`config.mk`:
```
export PLATFORM = sky130hd
export DESIGN_NAME = ncocd_top
export DESIGN_NICKNAME = d
export VERILOG_FILES = /design/src/ncocd_pkg.sv /design/src/ncocd_nco_if.sv /design/src/ncocd_nco.sv /design/src/ncocd_top.sv
export SDC_FILE = /design/constraint.sdc
export NUM_CORES = 1
export LEC_CHECK = 0
export ABC_AREA = 1
export ABC_CLOCK_PERIOD_IN_PS = 2600
export CAP_MARGIN = 20
export CORE_MARGIN = 5
export CORE_UTILIZATION = 65
export CTS_BUF_LIST = sky130_fd_sc_hd__clkbuf_2
export DETAILED_ROUTE_END_ITERATION = 10
export DONT_BUFFER_PORTS = 1
export PLACE_DENSITY_LB_ADDON = 0.12
export SLEW_MARGIN = 20
export SYNTH_ARGS = -nofsm -noshare
export SYNTH_HDL_FRONTEND = slang
export SYNTH_SLANG_ARGS = --single-unit
```
`constraint.sdc`:
```
create_clock -name mclk -period 2.6 [get_ports mclk]
set_clock_uncertainty 0.2 [all_clocks]
set_input_delay 0.52 -clock mclk [delete_from_list [all_inputs] [get_ports mclk]]
set_output_delay 0.52 -clock mclk [all_outputs]
set_load 0.05 [all_outputs]
```
`src/ncocd_pkg.sv`:
```
// package for the nco clock divider and switch block
// assumes one clock domain (mclk) and plain-port control bits
package ncocd_pkg;
    localparam int PDIV_W   = 5;         // prescaler divisor width
    localparam int NDIV_W   = 7;         // feedback divisor width
    localparam int LEN_W    = 3;         // sequence length minus one width
    localparam int PAT_W    = 8;         // divide pattern width
    localparam int CNT_W    = 8;         // period counter width
    localparam logic [3:0] XDIV_LAST = 4'h8;  // crystal divide by nine, count 0..8
    localparam logic [1:0] FS_NEEDED = 2'h2;  // frame syncs to wait after last divider write
    // switch sequencer states
    typedef enum logic [3:0] {
        NCOCD_XTAL = 4'h1,
        NCOCD_WAIT = 4'h2,
        NCOCD_GAP  = 4'h4,
        NCOCD_PLL  = 4'h8
    } ncocd_sel_e;
endpackage

```
`src/ncocd_nco_if.sv`:
```
// interface carrying settings and ticks between top and one nco divider
// assumes both ends are clocked by mclk
`timescale 1ns/10ps
interface ncocd_nco_if;
    logic [6:0] divisor;   // integer divisor
    logic [2:0] seq_len;   // sequence length minus one
    logic [7:0] pattern;   // divide pattern
    logic       restart;   // pattern restart on parameter write
    logic       in_tick;   // input clock enable
    logic       out_tick;  // one pulse per output period
    modport ctl (output divisor, seq_len, pattern, restart, in_tick, input out_tick);
    modport nco (input divisor, seq_len, pattern, restart, in_tick, output out_tick);
endinterface

```
`src/ncocd_nco.sv`:
```
// fractional nco divider: divides in_tick by divisor or divisor+1 per pattern bit
// assumes in_tick is a one-cycle enable on mclk
`timescale 1ns/10ps
module ncocd_nco (
    input  wire logic mclk,      // system clock
    input  wire logic rstn,      // async reset, active low
    ncocd_nco_if.nco  bus        // settings and ticks
);
    typedef struct packed {
        logic [ncocd_pkg::CNT_W-1:0] cnt;   // counts input ticks in a period
        logic [ncocd_pkg::LEN_W-1:0] pos;   // current pattern position
        logic                        tick;  // output period pulse
    } ncocd_nco_s;

    ncocd_nco_s r;
    ncocd_nco_s next_r;
    logic [ncocd_pkg::CNT_W-1:0] target;

    // divisor plus the chosen pattern bit; a zero length ignores the pattern
    always_comb begin
        target = {1'b0, bus.divisor};                                 // RULE2
        if (bus.seq_len != 3'h0 && bus.pattern[r.pos]) begin        // RULE4
            target = target + 8'h01;                                  // RULE2
        end
    end

    // count input ticks; at period end step the pattern from top used bit down to zero
    always_comb begin
        next_r = r;
        next_r.tick = 1'b0;
        if (bus.restart) begin
            next_r.cnt = '0;                                          // RULE17
            next_r.pos = bus.seq_len;                                 // RULE17
        end else if (bus.in_tick) begin
            if (r.cnt + 8'h01 >= target) begin
                next_r.cnt  = '0;
                next_r.tick = 1'b1;                                   // RULE6
                // wrap after bit zero back to length field: period is length plus one
                next_r.pos  = (r.pos == 3'h0) ? bus.seq_len : r.pos - 3'h1; // RULE3 RULE16
            end else begin
                next_r.cnt = r.cnt + 8'h01;
            end
        end
    end

    always_ff @(posedge mclk or negedge rstn) begin
        if (!rstn) begin
            r <= '0;
        end else begin
            r <= next_r;
        end
    end

    assign bus.out_tick = r.tick;
endmodule

```
`src/ncocd_top.sv`:
```
// Summary of operation
// RULE1 - prescaler takes 5-bit divisor, 3-bit length-minus-one, 8-bit pattern
// RULE2 - pattern bit 0 divides by divisor, bit 1 by divisor plus one
// RULE3 - pattern repeats every length-plus-one periods, averaging the ratios
// RULE4 - zero length makes a plain integer divider ignoring the pattern
// RULE5 - feedback divider takes 7-bit divisor, 3-bit length, 8-bit pattern
// RULE6 - feedback divider uses the same fractional pattern mechanism
// RULE7 - host sets feedback so vco equals 2 x 2304 x sample rate
// RULE8 - high pump current after new settings until lock or force-vco
// RULE9 - pll settles within one frame sync period after new settings
// RULE10 - host writes divider registers 08h through 0Dh, 0Dh last
// RULE11 - write of 0Eh commands the switch to the pll clock
// RULE12 - after reset system clock is crystal divided by nine
// RULE13 - switch not before second frame sync after the 0Dh write
// RULE14 - switch to pll clock happens without runt pulse or glitch
// RULE15 - host keeps prescaler output between 2 and 4 MHz
// RULE16 - only low length-plus-one pattern bits, highest first then wrap
// RULE17 - pattern position restarts whenever parameters are rewritten
//
// top of the nco clock divider and clock switch; register bits arrive as plain ports
// assumes xtal and vco edges arrive as pins, sampled here into mclk enables
`timescale 1ns/10ps
module ncocd_top (
    input  wire logic       mclk,          // system clock, 20 MHz
    input  wire logic       rstn,          // async reset, active low
    input  wire logic       xtal_clk_pin,  // crystal clock level from pin
    input  wire logic       vco_clk_pin,   // vco clock level from pin
    input  wire logic [4:0] pre_divisor,   // prescaler integer divisor
    input  wire logic [2:0] pre_seq_len,   // prescaler length minus one
    input  wire logic [7:0] pre_pattern,   // prescaler pattern
    input  wire logic [6:0] fb_divisor,    // feedback integer divisor
    input  wire logic [2:0] fb_seq_len,    // feedback length minus one
    input  wire logic [7:0] fb_pattern,    // feedback pattern
    input  wire logic       div_write,     // any divider register written, pulse
    input  wire logic       last_write,    // 0Dh written, pulse
    input  wire logic       switch_write,  // 0Eh written, pulse
    input  wire logic       frame_sync,    // frame sync start, pulse
    input  wire logic       pll_lock_indicator, // lock detect from pin
    input  wire logic       force_vco,     // force-vco control bit
    output logic            ref_tick,      // prescaler output period pulse
    output logic            fb_tick,       // feedback divider output pulse
    output logic            pump_high,     // charge pump high current
    output logic            sys_tick,      // system clock enable pulse
    output logic            sys_on_pll     // system clock taken from pll
);
    typedef struct packed {
        logic [1:0]                  xs;       // crystal sync pair
        logic [1:0]                  vs;       // vco sync pair
        logic [1:0]                  ls;       // lock sync pair
        logic                        xprev;    // last synced crystal level
        logic                        vprev;    // last synced vco level
        logic [3:0]                  xcnt;     // divide-by-nine counter
        logic                        pump;     // high pump current flag
        ncocd_pkg::ncocd_sel_e       st;       // switch sequencer
        logic [1:0]                  fs_cnt;   // frame syncs since 0Dh
        logic                        sw_req;   // switch requested
        logic                        ref_o;    // registered ref tick
        logic                        fb_o;     // registered feedback tick
        logic                        sys_o;    // registered system tick
        logic                        on_pll;   // registered selector
    } ncocd_top_s;

    ncocd_top_s r;
    ncocd_top_s next_r;
    logic       xtal_tick;
    logic       vco_tick;

    ncocd_nco_if pre_if ();
    ncocd_nco_if fb_if ();

    // rising edges of the synced pins become mclk enables
    assign xtal_tick = r.xs[1] & ~r.xprev;
    assign vco_tick  = r.vs[1] & ~r.vprev;

    // prescaler: 5-bit divisor widened into the shared nco
    assign pre_if.divisor = {2'h0, pre_divisor};                      // RULE1
    assign pre_if.seq_len = pre_seq_len;                              // RULE1
    assign pre_if.pattern = pre_pattern;                              // RULE1
    assign pre_if.restart = div_write;                                // RULE17
    assign pre_if.in_tick = xtal_tick;

    // feedback divider counts vco edges
    assign fb_if.divisor = fb_divisor;                                // RULE5
    assign fb_if.seq_len = fb_seq_len;                                // RULE5
    assign fb_if.pattern = fb_pattern;                                // RULE5
    assign fb_if.restart = div_write;                                 // RULE17
    assign fb_if.in_tick = vco_tick;

    ncocd_nco u_pre (
        .mclk (mclk),
        .rstn (rstn),
        .bus  (pre_if)
    );

    ncocd_nco u_fb (
        .mclk (mclk),
        .rstn (rstn),
        .bus  (fb_if)                                                 // RULE6
    );

    // synchronisers, divide by nine, pump control and the switch sequencer
    always_comb begin
        next_r = r;
        next_r.xs    = {r.xs[0], xtal_clk_pin};
        next_r.vs    = {r.vs[0], vco_clk_pin};
        next_r.ls    = {r.ls[0], pll_lock_indicator};
        next_r.xprev = r.xs[1];
        next_r.vprev = r.vs[1];
        next_r.ref_o = pre_if.out_tick;
        next_r.fb_o  = fb_if.out_tick;

        // crystal divided by nine is the reset clock source
        if (xtal_tick) begin
            next_r.xcnt = (r.xcnt == ncocd_pkg::XDIV_LAST) ? 4'h0 : r.xcnt + 4'h1; // RULE12
        end

        // new settings raise pump current; lock or force ends it, a fresh write wins
        if (r.ls[1] || force_vco) begin
            next_r.pump = 1'b0;                                       // RULE8 RULE9
        end
        if (div_write) begin
            next_r.pump = 1'b1;                                       // RULE8
        end

        // a request made early is held until the frame sync wait has run
        if (switch_write) begin
            next_r.sw_req = 1'b1;                                     // RULE11
        end

        case (r.st)
            ncocd_pkg::NCOCD_XTAL: begin
                if (last_write) begin
                    next_r.fs_cnt = 2'h0;
                    next_r.st     = ncocd_pkg::NCOCD_WAIT;
                end
            end
            ncocd_pkg::NCOCD_WAIT: begin
                if (last_write) begin
                    next_r.fs_cnt = 2'h0;                             // RULE13
                end else if (frame_sync && r.fs_cnt != ncocd_pkg::FS_NEEDED) begin
                    next_r.fs_cnt = r.fs_cnt + 2'h1;                  // RULE13
                end
                // leave the crystal source only at the end of a full crystal period
                if (r.fs_cnt == ncocd_pkg::FS_NEEDED && (r.sw_req || switch_write)
                        && !last_write && xtal_tick && r.xcnt == ncocd_pkg::XDIV_LAST) begin
                    next_r.st = ncocd_pkg::NCOCD_GAP;                 // RULE13 RULE14
                end
            end
            ncocd_pkg::NCOCD_GAP: begin
                // idle gap, then join the pll on its next whole period
                if (vco_tick) begin
                    next_r.st     = ncocd_pkg::NCOCD_PLL;             // RULE14
                    next_r.on_pll = 1'b1;                             // RULE11
                end
            end
            ncocd_pkg::NCOCD_PLL: begin
                next_r.on_pll = 1'b1;
            end
            default: begin
                next_r.st = ncocd_pkg::NCOCD_XTAL;
            end
        endcase

        // exactly one source feeds the tick, and nothing during the gap
        next_r.sys_o = 1'b0;
        if (r.st == ncocd_pkg::NCOCD_PLL) begin
            next_r.sys_o = vco_tick;                                  // RULE14
        end else if (r.st != ncocd_pkg::NCOCD_GAP) begin
            next_r.sys_o = xtal_tick && r.xcnt == ncocd_pkg::XDIV_LAST; // RULE12
        end
    end

    always_ff @(posedge mclk or negedge rstn) begin
        if (!rstn) begin
            r      <= '0;
            r.pump <= 1'b1;
            r.st   <= ncocd_pkg::NCOCD_XTAL;
        end else begin
            r <= next_r;
        end
    end

    assign ref_tick   = r.ref_o;
    assign fb_tick    = r.fb_o;
    assign pump_high  = r.pump;
    assign sys_tick   = r.sys_o;
    assign sys_on_pll = r.on_pll;
endmodule

```
## After elaboration in Yosys (flattened, before gate mapping)

Cells that the tools add are included.

- Register bits: 48
- Input bits: 44
- Output and inout bits: 5

- $add $sub $neg: 8
- Order comparisons: 4
- Equality and inequality tests: 12
- Multiplexer cells: 32
- Bitwise gates (word level): 5
- Reductions and logical operators: 27

Operators with widths:

| kind | count |
|---|---|
| two-way mux 8 bit | 4 |
| two-way mux 12 bit | 2 |
| two-way mux 11 bit | 2 |
| two-way mux 4 bit | 5 |
| adder 8 x 1 -> 8 bit (second input constant) | 2 |
| greater-or-equal comparator 8 bit | 2 |
| case mux 4 bit (4 select lines) | 1 |
| nonzero test 2 bit | 7 |
| two-way mux 1 bit | 9 |
| adder 7 x 1 -> 8 bit (second input constant) | 1 |
| == test 4 bit (second input constant) | 2 |
| logical AND 1 bit | 8 |
| < comparator 3 x 4 -> 1 bit (second input constant) | 2 |
| inequality test 2 bit (second input constant) | 4 |
| adder 5 x 1 -> 6 bit (second input constant) | 1 |
| binary-select mux 1 bit (select 3 bit) | 2 |
| logical NOT 3 bit | 2 |
| two-way mux 3 bit | 2 |
| two-way mux 6 bit | 1 |
| AND reduction 2 bit | 3 |
| nonzero test 3 bit | 2 |
| subtractor 3 x 1 -> 3 bit (second input constant) | 2 |
| adder 4 x 1 -> 4 bit (second input constant) | 1 |
| == test 4 x 1 -> 1 bit (second input constant) | 1 |
| other kinds (15) | 20 |

## Logic depth before layout (Yosys ltp)

Gate-level depths: netlist of the first run.

- Word-level depth: 8
- Mapped depth: 20
- Depth with buffers taken out: 20

## By module

From an unflattened synthesis of the first run, not the netlist that was laid out.

- Cell total of the unflattened synthesis: 484
- Area, all modules: 3429.5 µm²

Modules (own cells, without submodules):

| module | times used | cells an instance | area an instance (µm²) | sequential area each (µm²) |
|---|---|---|---|---|
| ncocd_nco | 2 | 191 | 1224.9 | 300.3 |
| ncocd_top | 1 | 102 | 979.7 | 603.1 |

## Worst setup path after synthesis of the first run

Ideal clock, no wire load.

- Path type: input to register
- Start: input port fb_divisor[0]
- End: register u_fb.r[3] in the netlist's numbering
- Setup time: 0.125 ns
- Data arrival time: 2.090 ns
- Setup slack: 0.185 ns
- Cell stages on the path: 14
- Buffers on the path: 0
- Cells stage by stage: ha_1 > nand4_1 > xor2_1 > nand3_1 > nand2_1 > inv_1 > ha_1 > nand2_1 > nor2_1 > nand4_1 > nand3_1 > nand2_1 > nand3_1 > nand3_1

- Word-level cells in the longest chain between the ends: 5

Ends and longest elaborated chain:

| what | RTL line | RTL |
|---|---|---|
| from (decl) | ncocd_top.sv:31 | `input wire logic [6:0] fb_divisor,` |
| adder 7 x 1 -> 8 bit | ncocd_nco.sv:23 | `target = target + 8'h01;` |
| two-way mux 8 bit * | ncocd_nco.sv:22 | `if (bus.seq_len != 3'h0 && bus.pattern[r.pos]) begin` |
| greater-or-equal comparator 8 bit * | ncocd_nco.sv:35 | `if (r.cnt + 8'h01 >= target) begin` |
| nonzero test 2 bit (no line) * | n/a |  |
| AND reduction 2 bit (no line) * | n/a |  |
| to (signal assigned) | ncocd_nco.sv:50 | `r <= next_r;` |
| to (decl) | ncocd_nco.sv:15 | `ncocd_nco_s r;` |

Mark *: on every way between the ends. The rest lies on a longest branch, timed or not.
A chain may end at the register's enable or synchronous reset.

## Worst setup path in the final report of the first run

- Start: register u_fb.r[1] in the netlist's numbering
- End: register u_fb.r[2] in the netlist's numbering

- Word-level cells in the longest chain between the ends: 7
- Elaborated cells between the ends (all ways): 13

Ends and longest elaborated chain:

| what | RTL line |
|---|---|
| binary-select mux 1 bit (select 3 bit) | ncocd_nco.sv:22 |
| two-way mux 1 bit (not written as such) | ncocd_nco.sv:22 |
| logical AND 1 bit | ncocd_nco.sv:22 |
| two-way mux 8 bit | ncocd_nco.sv:22 |
| greater-or-equal comparator 8 bit | ncocd_nco.sv:35 |
| nonzero test 2 bit (no line) | n/a |
| AND reduction 2 bit (no line) | n/a |

Several ways; a longest one is shown, not always the timed one. The select of a mux whose other input is x is not followed.

==> results.rst, run 1 <==
.. list-table::
   :header-rows: 1

   * - Metric
     - Value
   * - Worst-skew pair later-pin latency
     - 0.40 ns
   * - Synth Cell Area
     - 3240 um^2
   * - Run status
     - finished, violations left
   * - Violated checks
     - setup timing
   * - Endpoint class of the critical path
     - flop
   * - Final worst slack
     - -0.0547 ns
   * - Detailed Route Iter0 Violations
     - 129
   * - Area inside the core boundary
     - 4790 um^2
   * - Max-capacitance violation count
     - 0
   * - Worst-margin pin slew
     - 0.514 ns
   * - Highest fanout seen on the critical path
     - 8
   * - Min-Delay Path Class
     - in -> reg
   * - Clk Tree Root Cell
     - clkbuf_2
   * - Clock input transition at the sequential cells of the worst setup and hold paths
     - 0.22 ns
   * - Clock sinks
     - 48
   * - Nets
     - 525
   * - Most used cell along the critical path
     - nand2_1
   * - Wire length of the first global-routing pass
     - 11000 um
   * - Count of TritonRoute iterations in the first routing pass
     - 4
   * - Crit path required time
     - 2.71 ns
   * - Bufs and invs on worst path
     - 1
   * - Unrepaired setup endpoints after global routing
     - true
   * - Share of layout cells above drive strength 1
     - 19.7%
   * - Syn_nets
     - 498
   * - Slowest Stage Delay on Critical Path
     - 0.50 ns
   * - DRC errors left
     - 0
   * - R2r setup slk
     - -0.05 ns
   * - Maximum clock frequency
     - 377 MHz
   * - Wirelength, routed
     - 6590 um
   * - Number of levels the H-tree was split into
     - 2
   * - Final Cycle Share
     - 102%
   * - Instance area after placement
     - 3350 um^2
   * - FFs w/ async S/R, synth
     - 100%
   * - Leakage
     - 1.92 nW
   * - Ant. Diodes
     - 0
   * - Post-synthesis sequential area ratio
     - 37.1%
   * - Worst slew slack as a fraction of its limit
     - 65.5%
   * - Via/cell ratio
     - 5.30
   * - Hold violation count in the final report
     - 0
   * - Peak supply drop
     - 0.382 mV
   * - Yosys Warn Count
     - 0
   * - PortBufs
     - 0
   * - #FFs+latches synth
     - 48
   * - Layout Area Growth over Synthesis
     - 16.8%
   * - Total of endpoints with negative setup slack in the final report
     - 4
   * - GRT Overall Usage
     - 21.1%
   * - Kind of critical path
     - reg -> reg
   * - Worst hold slack
     - 0.0407 ns
   * - Initial antenna violation count
     - 0
   * - Final critical path time including I/O delays and setup
     - 2.65 ns
   * - Cts bufs inserted
     - 5
   * - Pwr/cell area
     - 554 nW/um^2
   * - Max Transition Viols Final
     - 0
   * - TritonCTS clock tree
     - built
   * - Most common cell after layout, fill and taps aside
     - nand2_1
   * - Count of antenna-violating nets left after detailed routing
     - 0
   * - Critical-path cell with the highest stage delay
     - dfrtp_2
   * - HPWL after detailed placement
     - 4870 um
   * - Overflow left after global routing
     - 0
   * - Cells along the critical path
     - nor2_2 > nor2_1 > o21ai_1 > o21ai_1 > nand2_1 > nand2_4 > nand2_4 > nand2_1 > nand2_1 > inv_2 > ha_4 > nand2_1 > nor2_2 > nand4_1 > nand3_2 > nand2_4 > nand3_2 > nand3_2
   * - Post-synthesis cell count
     - 429
   * - Routed length per instance
     - 12.6 um
   * - Clock Tree Buf Depth
     - 2
   * - Number of enable flip-flop cells after synthesis
     - 0
   * - Number of global-route vias before repair
     - 2665
   * - Highest-count cells in the layout ignoring fill and taps
     - nand2_1, inv_1, dfrtp_1
   * - Die height
     - 80.6 um
   * - Critical path launch point type
     - flop
   * - Synth cell types
     - 36
   * - Placer's final routability congestion estimate
     - 0.828
   * - Crit path arrival time
     - 2.76 ns
   * - Cell type contributing the most total cell area after synthesis
     - dfrtp_1
   * - Cell family with the largest share of critical-path delay
     - simple AND/OR/NAND/NOR gates
   * - Total via count in the routed design
     - 2776
   * - Pin count of the biggest net entering global routing
     - 49
   * - Non-filler cells, final
     - 524
   * - I/O pin count
     - 49
   * - Die width
     - 80.6 um
   * - # rows
     - 25
   * - Post-synth top flop
     - dfrtp_1
   * - Placed instance count
     - 499
   * - Most area-consuming cells after synthesis
     - dfrtp_1, nand2_1, ha_1
   * - Area share of the largest cell type after synthesis
     - 35.5%
   * - Initial Util
     - 67.7%
   * - Die area
     - 6500 um^2
   * - Final standard cell area without fillers
     - 3780 um^2
   * - Average instance area after synthesis
     - 7.55 um^2
per-layer routing:
layer	vias up	GRT usage [%]	routed length (um)
met1	1269	27.7	2970
met3	12	3.36	282
met5	-	0	0
li1	1436	-	-
met2	59	36.3	3230
met4	0	5.07	101
synth_stat cells (2+ instances only):
cell type / count
dfrtp_1: 46
inv_2: 4
nand3_1: 41
nor2_1: 35
ha_1: 25
o21ai_0: 23
o22ai_1: 7
nand2_1: 94
xnor2_1: 5
o211ai_1: 2
nand2_4: 2
o21a_1: 2
dfstp_2: 2
nor2_2: 3
nor2_4: 4
nand4_1: 6
inv_1: 73
a21oi_1: 7
nor3_1: 7
o21ai_1: 9
xor2_1: 17
power by group:
part           total, mW  switching (mW)  internal (mW)
Sequential         0.968           0.118          0.850
Combinational      0.828           0.479          0.348
Clock              0.301           0.233         0.0686
Total               2.10           0.830           1.27
registers in the layout (all words and copies together) (netlist names):
signal / flops
fb_tick: 1
sys_on_pll: 1
next_r: 5
r: 14
u_pre.r: 11
pump_high: 1
u_pre.bus.out_tick: 1
u_fb.bus.out_tick: 1
ref_tick: 1
u_fb.r: 11
sys_tick: 1
worst paths after layout:
| kind | endpoint | start | cells past startpoint |
|---|---|---|---|
| min | u_fb.r[1] | fb_seq_len[0] | 2 |
| max in group asynchronous | pump_high | rstn | 2 |
| min reg2reg | fb_tick | u_fb.bus.out_tick | 0 |
| max reg2reg | u_fb.r[2] | u_fb.r[1] | 18 |
| max | u_fb.r[2] | u_fb.r[1] | 18 |
| min in group asynchronous | r[9] | rstn | 2 |
worst reg2reg max path, stage by stage, from the launching register on:
cell     delay (ns)
dfrtp_2        0.50
nor2_2         0.09
nor2_1         0.04
o21ai_1        0.09
o21ai_1        0.11
nand2_1        0.12
nand2_4        0.10
nand2_4        0.10
nand2_1        0.06
nand2_1        0.06
inv_2          0.05
ha_4           0.26
nand2_1        0.06
nor2_2         0.14
nand4_1        0.19
nand3_2        0.16
nand2_4        0.08
nand3_2        0.08
nand3_2        0.08
stage by stage:
step	power, mW	util (%)	TNS (ns)	setup slack [ns]
after floorplan	1.51	-	0	0.185
after global placement	1.63	70.1	-0.138	-0.0531
after detailed placement	1.67	70.1	-0.358	-0.0944
after CTS	2.04	74.5	-0.00231	-0.00148
after global routing	2.27	79.1	-3.76	-0.274
final	2.10	79.1	-0.146	-0.0547
repair_timing:
item / in CTS / in global routing
setup buffers: 5 / 3
pin swaps: 6 / 28
hold buffers: 8 / 0
cloned: 0 / 1
setup endpoints to repair: 11 / 22
resized for setup: 9 / 51
endpoints found under the hold margin: 54 / 0
cell type report:
class / count / area [um^2]
clock buffers: 6 / 30.0
clock inverters: 2 / 12.5
fillers: 351 / 1000
inverters: 77 / 297
multi-input cells: 303 / 1950
flip-flops and latches: 48 / 1210
well taps: 67 / 83.8
repair buffers: 21 / 203
kinds of logic after synthesis:
kind of cell,Yosys count,share of synthesized area (%)
simple gates,201,28.7
mux,1,0.309
xor+xnor,22,5.95
buf+inv,79,9.19
compound gates,53,9.07
flops,48,37.1
fa+ha+maj,25,9.65
Note: power is estimated with default switching activity, not from simulation.
==> inputs of run 2 (changes only) <==
- CTS_BUF_LIST: sky130_fd_sc_hd__clkbuf_2 -> sky130_fd_sc_hd__clkbuf_8
==> run 2 against run 1 <==
Net effect: count of clock-buffer cells in the layout down 1; clock power up 43%; register-to-register slack worse by 0.06 ns; sequential power about the same; fmax down 2.1%; the run still ends with setup timing left.
==> results.rst, run 2 (synthesis results as in run 1) <==
.. list-table::
   :header-rows: 1

   * - Metric
     - Value
   * - Clock sinks
     - 48 (unchanged)
   * - DRC errors left
     - 0 (unchanged)
   * - Pre-CTS setup slack
     - -0.0944 ns (unchanged)
   * - # rows
     - 25 (unchanged)
   * - Ant. Diodes
     - 0 (unchanged)
   * - Regs by FF count
     - r (14), u_fb.r (11), u_pre.r (11)
   * - Hold violation count in the final report
     - 0 (unchanged)
   * - Leakage
     - 1.91 nW (-0.49%)
   * - Count of antenna-violating nets left after detailed routing
     - 0 (unchanged)
   * - Final Cycle Share
     - 104% (+2.2 points)
   * - Most common cell after layout, fill and taps aside
     - nand2_1
   * - Count of fill cells added during filler insertion
     - 342 (-2.6%)
   * - Kind of critical path
     - reg -> reg
   * - Detailed Route Iter0 Violations
     - 135 (+4.7%)
   * - Pin count of the biggest net entering global routing
     - 49 (unchanged)
   * - Worst-margin pin slew
     - 0.514 ns (-0.000311 ns)
   * - Highest fanout seen on the critical path
     - 8 (unchanged)
   * - I/O pin count
     - 49 (unchanged)
   * - Total Power
     - 2.24 mW (+6.8%)
   * - Max Transition Viols Final
     - 0 (unchanged)
   * - Total of endpoints with negative setup slack in the final report
     - 15 (+11)
   * - Pwr/cell area
     - 589 nW/um^2 (+6.2%)
   * - Endpoint class of the critical path
     - flop
   * - Number of global-route vias before repair
     - 2663 (-0.075%)
   * - Maximum clock frequency
     - 369 MHz (-2.1%)
   * - Number of levels the H-tree was split into
     - 2 (unchanged)
   * - HPWL after detailed placement
     - 4870 um (unchanged)
   * - Count of TritonRoute iterations in the first routing pass
     - 4 (unchanged)
   * - Violated checks
     - setup timing
   * - Post-Route Utilization
     - 79.5% (+0.39 points)
   * - Worst slew slack as a fraction of its limit
     - 65.5% (about the same)
   * - Final critical path time including I/O delays and setup
     - 2.71 ns (+0.0576 ns)
   * - Run status
     - finished, violations left
   * - Die area
     - 6500 um^2 (unchanged)
   * - Final worst slack
     - -0.112 ns (-0.0576 ns)
   * - Via/cell ratio
     - 5.35 (+1.0%)
   * - Min-Delay Path Class
     - in -> reg
   * - Initial Util
     - 67.7% (unchanged)
   * - Overflow left after global routing
     - 0 (unchanged)
   * - Total via count in the routed design
     - 2761 (-0.54%)
   * - Routed length per instance
     - 13.2 um (+5.0%)
   * - Placed instance count
     - 499 (unchanged)
   * - Unrepaired setup endpoints after global routing
     - true
   * - Clock input transition at the sequential cells of the worst setup and hold paths
     - 0.09 ns (-0.13 ns)
   * - Peak supply drop
     - 0.344 mV (-10%)
   * - Area inside the core boundary
     - 4790 um^2 (unchanged)
   * - Clock Tree Buf Depth
     - 2 (unchanged)
   * - Crit path required time
     - 2.59 ns (-0.12 ns)
   * - Cts bufs inserted
     - 5 (unchanged)
   * - Initial antenna violation count
     - 0 (unchanged)
   * - Highest-count cells in the layout ignoring fill and taps
     - nand2_1, inv_1, dfrtp_1
   * - Max-capacitance violation count
     - 0 (unchanged)
   * - Share of layout cells above drive strength 1
     - 19.8% (+0.13 points)
   * - Worst-skew pair later-pin latency
     - 0.30 ns (-0.10 ns)
   * - Placer's final routability congestion estimate
     - 0.828 (unchanged)
   * - Non-filler cells, final
     - 516 (-1.5%)
   * - Nets
     - 517 (-1.5%)
   * - PortBufs
     - 0 (unchanged)
   * - Register with the highest flop count
     - r
   * - TritonCTS clock tree
     - built
   * - Final standard cell area without fillers
     - 3800 um^2 (+0.50%)
   * - Critical path launch point type
     - flop
   * - Crit path arrival time
     - 2.70 ns (-0.06 ns)
   * - Die width
     - 80.6 um (unchanged)
   * - Wirelength, routed
     - 6810 um (+3.4%)
   * - Die height
     - 80.6 um (unchanged)
   * - Instance area after placement
     - 3350 um^2 (unchanged)
   * - GRT Overall Usage
     - 21.2% (+0.13 points)
   * - Wire length of the first global-routing pass
     - 11000 um (+0.19%)
   * - Clk Tree Root Cell
     - clkbuf_8
   * - Largest register FFs
     - 14 (unchanged)
   * - Layout Area Growth over Synthesis
     - 17.4%
[run 2: cell types whose count changed in the layout (fill, tap and decap cells not counted), sizes merged]
cell,before,now
buf,14,12
clkbuf,6,5
dlygate4sd3,7,1
inv,77,78
[run 2: through the flow]
stage | hold slack [ns] | setup TNS, ns
floorplan | 0.0244 | 0
global placement | 0.0256 | -0.138
detailed placement | 0.0258 | -0.358
CTS | 0.0293 | 0
global route | 0.0131 | -4.22
finish | 0.0365 | -0.773
[run 2: power breakdown]
group | switching (mW) | internal [mW] | leakage (nW) | total, mW
sequential | 0.117 | 0.850 | 0.611 | 0.967
combinational | 0.496 | 0.346 | 1.26 | 0.842
clock | 0.245 | 0.184 | 0.0453 | 0.429
total | 0.859 | 1.38 | 1.91 | 2.24
[run 2: timing repair]
item	CTS	global route
cloned	0	1
setup buffers	3	3
setup endpoints to repair	8	22
hold endpoints to repair	48	0
gates resized for setup	5	60
hold buffers	2	0
pin swaps	1	31
[run 2: cell type report]
| cell class | instances | area [um^2] | area share (%) |
|---|---|---|---|
| inverter | 77 | 297 | 7.80 |
| multi-input combinational | 303 | 2000 | 52.7 |
| clock inverter | 3 | 16.3 | 0.428 |
| clock buffer | 5 | 68.8 | 1.81 |
| sequential | 48 | 1210 | 31.7 |
| tap | 67 | 83.8 | 2.20 |
| timing repair buffer | 13 | 128 | 3.36 |
[run 2: worst paths after layout]
kind                                         from          to  slack [ns]  depth (start not counted)
min in group asynchronous                    rstn  next_r[19]        0.53                          2
worst min-delay path                 xtal_clk_pin  next_r[23]        0.04                          0
worst max-delay path                    u_fb.r[1]   u_fb.r[3]       -0.11                         17
worst min register to register  u_fb.bus.out_tick     fb_tick        0.15                          0
worst max register to register          u_fb.r[1]   u_fb.r[3]       -0.11                         17
max in group asynchronous                    rstn   pump_high        1.41                          2
[run 2: worst max-delay path, cell delays in order, from the launching register on]
cell and delay (ns):
dfrtp_2 0.46, buf_4 0.16, nor2_1 0.12, o21ai_1 0.10, nand2_1 0.13, nand2_4 0.11
nand2_4 0.11, nand2_1 0.06, o21ai_1 0.07, inv_1 0.06, ha_1 0.29, nand2_1 0.10
inv_1 0.05, nand4_1 0.16, nand3_2 0.14, buf_6 0.16, nand3_2 0.06, nand3_2 0.07
[run 2: metal layers]
layer  vias to the layer above  GRT usage (%)  part of all wire, %
li1                       1415              -                    -
met1                      1270           27.2                   43
met2                        61           36.0                   50
met3                        15           3.48                  4.6
met4                         0           7.43                  1.9
met5                         -              0                    0
==> inputs of run 3 (changes only) <==
- ABC_CLOCK_PERIOD_IN_PS: 2600 -> 2450
- CELL_PAD_IN_SITES_DETAIL_PLACEMENT: unset -> 1
- CELL_PAD_IN_SITES_GLOBAL_PLACEMENT: unset -> 1
- CORE_UTILIZATION: 65 -> 44
- clock period: 2.6 -> 2.45 ns (I/O delays scaled with it)
==> run 3 against run 2 <==
Net effect: the run still ends with setup timing left; worst setup slack got worse by 0.21 ns; fmax decreased by 2.0%; largest cell class unchanged; critical endpoint is now u_fb.r[6]; largest power group is now combinational cells; sequential power increased by 7%.
==> results.rst, run 3 (synthesis results as in run 1) <==
.. list-table::
   :header-rows: 1

   * - Metric
     - Value
   * - Pin count of the biggest net entering global routing
     - 49 (unchanged)
   * - Die width
     - 95.8 um (+19%)
   * - Worst-skew pair later-pin latency
     - 0.31 ns (about the same)
   * - Max Transition Viols Final
     - 0 (unchanged)
   * - Initial antenna violation count
     - 0 (unchanged)
   * - Share of layout cells above drive strength 1
     - 29.3% (+9.5 points)
   * - Wirelength, routed
     - 9100 um (+34%)
   * - Instance area after placement
     - 3520 um^2 (+5.0%)
   * - DRC errors left
     - 0 (unchanged)
   * - Highest-count cells in the layout ignoring fill and taps
     - nand2_1, inv_1, dfrtp_1
   * - Layout Area Growth over Synthesis
     - 28.9%
   * - Ant. Diodes
     - 0 (unchanged)
   * - Unrepaired setup endpoints after global routing
     - true
   * - Leakage
     - 2.08 nW (+8.8%)
   * - I/O pin count
     - 49 (unchanged)
   * - Number of cells on the worst hold path
     - 1 (+1)
   * - Highest fanout seen on the critical path
     - 8 (unchanged)
   * - Clock input transition at the sequential cells of the worst setup and hold paths
     - 0.09 ns (about the same)
   * - Min-Delay Path Class
     - in -> reg
   * - Kind of critical path
     - reg -> reg
   * - Violated checks
     - setup timing
   * - Worst r2r path cells
     - 17 (unchanged)
   * - Critical-path cell with the highest stage delay
     - dfrtp_2
   * - Cell family with the largest share of critical-path delay
     - simple AND/OR/NAND/NOR gates
   * - Detailed Route Iter0 Violations
     - 56 (-59%)
   * - Non-filler cells, final
     - 573 (+11%)
   * - Critical path launch point type
     - flop
   * - Endpoint class of the critical path
     - flop
   * - Worst slew slack as a fraction of its limit
     - 65.7% (+0.23 points)
   * - GRT Overall Usage
     - 19.8% (-1.4 points)
   * - Die area
     - 9180 um^2 (+41%)
   * - Slowest Stage Delay on Critical Path
     - 0.44 ns (-0.02 ns)
   * - HPWL after detailed placement
     - 6250 um (+28%)
   * - Total of endpoints with negative setup slack in the final report
     - 22 (+7)
   * - Bufs and invs on worst path
     - 4 (unchanged)
   * - TritonCTS clock tree
     - built
   * - Count of antenna-violating nets left after detailed routing
     - 0 (unchanged)
   * - Clock Tree Buf Depth
     - 2 (unchanged)
   * - Hold violation count in the final report
     - 0 (unchanged)
   * - PortBufs
     - 0 (unchanged)
   * - Total via count in the routed design
     - 3003 (+8.8%)
   * - Die height
     - 95.8 um (+19%)
   * - Overflow left after global routing
     - 0 (unchanged)
   * - Via/cell ratio
     - 5.24 (-2.1%)
   * - Count of TritonRoute iterations in the first routing pass
     - 4 (unchanged)
   * - Register with the highest flop count
     - r
   * - Crit path arrival time
     - 2.76 ns (+0.06 ns)
   * - Levels on crit path
     - 17 (unchanged)
   * - Number of global-route vias before repair
     - 3195 (+20%)
   * - Total Power
     - 2.78 mW (+24%)
   * - Crit path required time
     - 2.44 ns (-0.15 ns)
   * - Final standard cell area without fillers
     - 4180 um^2 (+9.8%)
   * - Clk Tree Root Cell
     - clkbuf_8
   * - Worst hold slack
     - 0.0284 ns (-0.00811 ns)
   * - Final worst slack
     - -0.318 ns (-0.206 ns)
   * - Number of levels the H-tree was split into
     - 2 (unchanged)
   * - Max-capacitance violation count
     - 0 (unchanged)
   * - Peak supply drop
     - 0.280 mV (-19%)
   * - Nets
     - 542 (+4.8%)
   * - Clock sinks
     - 48 (unchanged)
   * - # rows
     - 31 (+24%)
   * - Area inside the core boundary
     - 7210 um^2 (+51%)
   * - Placed instance count
     - 548 (+9.8%)
   * - Cells along the critical path
     - inv_4 > buf_4 > o21ai_2 > o21ai_1 > nand2_1 > nand2_4 > nand2_4 > nand2_1 > nand2_2 > inv_2 > ha_4 > nand2_4 > nor2_4 > nand4_1 > buf_4 > nand4_4 > o22ai_1
   * - Placer's final routability congestion estimate
     - 0.815 (-1.6%)
   * - Largest register FFs
     - 14 (unchanged)
   * - Maximum clock frequency
     - 361 MHz (-2.0%)
   * - Final critical path time including I/O delays and setup
     - 2.77 ns (+0.0560 ns)
   * - Worst-margin pin slew
     - 0.510 ns (-0.00349 ns)
   * - Initial Util
     - 44.9% (-23 points)
   * - Cts bufs inserted
     - 5 (unchanged)
   * - Wire length of the first global-routing pass
     - 14300 um (+30%)
   * - Most common cell after layout, fill and taps aside
     - nand2_1
   * - Most used cell along the critical path
     - nand2_4
   * - Pwr/cell area
     - 665 nW/um^2 (+13%)
   * - Routed length per instance
     - 15.9 um (+20%)
   * - Final Cycle Share
     - 113% (+8.7 points)
   * - Run status
     - finished, violations left
   * - Regs by FF count
     - r (14), u_fb.r (11), u_pre.r (11)
   * - Pre-CTS setup slack
     - -0.282 ns (-0.187 ns)
run 3: cell types whose count changed in the layout (fill, tap and decap cells not counted), moves of 6 or more:
cell	before	now
buf_4	9	31
inv_1	71	64
inv_2	4	10
nand2_1	89	77
nand2_2	4	14
o21ai_2	4	10
run 3: worst paths after layout:
check	start	endpoint	slack (ns)
worst max-delay path	u_fb.r[1]	u_fb.r[6]	-0.32
worst min-delay path	div_write	u_pre.bus.out_tick	0.03
worst max register to register	u_fb.r[1]	u_fb.r[6]	-0.32
worst min register to register	next_r[23]	next_r[17]	0.16
max in group asynchronous	rstn	pump_high	1.30
min in group asynchronous	rstn	r[4]	0.47
run 3: repair_timing:
item | in CTS | in global routing
hold endpoints to repair | 51 | 0
gates resized for setup | 53 | 45
cloned | 1 | 0
endpoints found under the setup margin | 22 | 22
pin swaps | 24 | 37
buffers inserted | 6 | 5
hold buffers | 5 | 0
run 3: report_power, final:
group	switching [mW]	leakage (nW)	internal (mW)
sequential	0.129	0.611	0.902
clock	0.298	0.0687	0.411
combinational	0.592	1.40	0.447
total	1.02	2.08	1.76
run 3: metrics by stage:
stage               utilization [%]  setup TNS [ns]
finish                         57.9           -4.42
detailed placement             48.8           -4.89
global placement               48.8           -2.22
CTS                            55.0           -3.84
global route                   57.9           -7.92
floorplan                         -               0
run 3: final cells by class:
type                            instances  area (um^2)
Timing Repair Buffer                   38          323
Clock buffer                            5         68.8
Multi-Input combinational cell        303         2090
Tap cell                               99          124
Sequential cell                        48         1210
Inverter                               77          297
Clock inverter                          3         68.8
Fill cell                             890         3040
run 3: routing by layer:
layer | vias up | GRT usage, % | wire [um]
met5 | - | 0 | 0
met4 | 0 | 6.04 | 198
met3 | 18 | 3.28 | 239
met2 | 50 | 37.1 | 4950
met1 | 1476 | 22.9 | 3710
li1 | 1459 | - | -
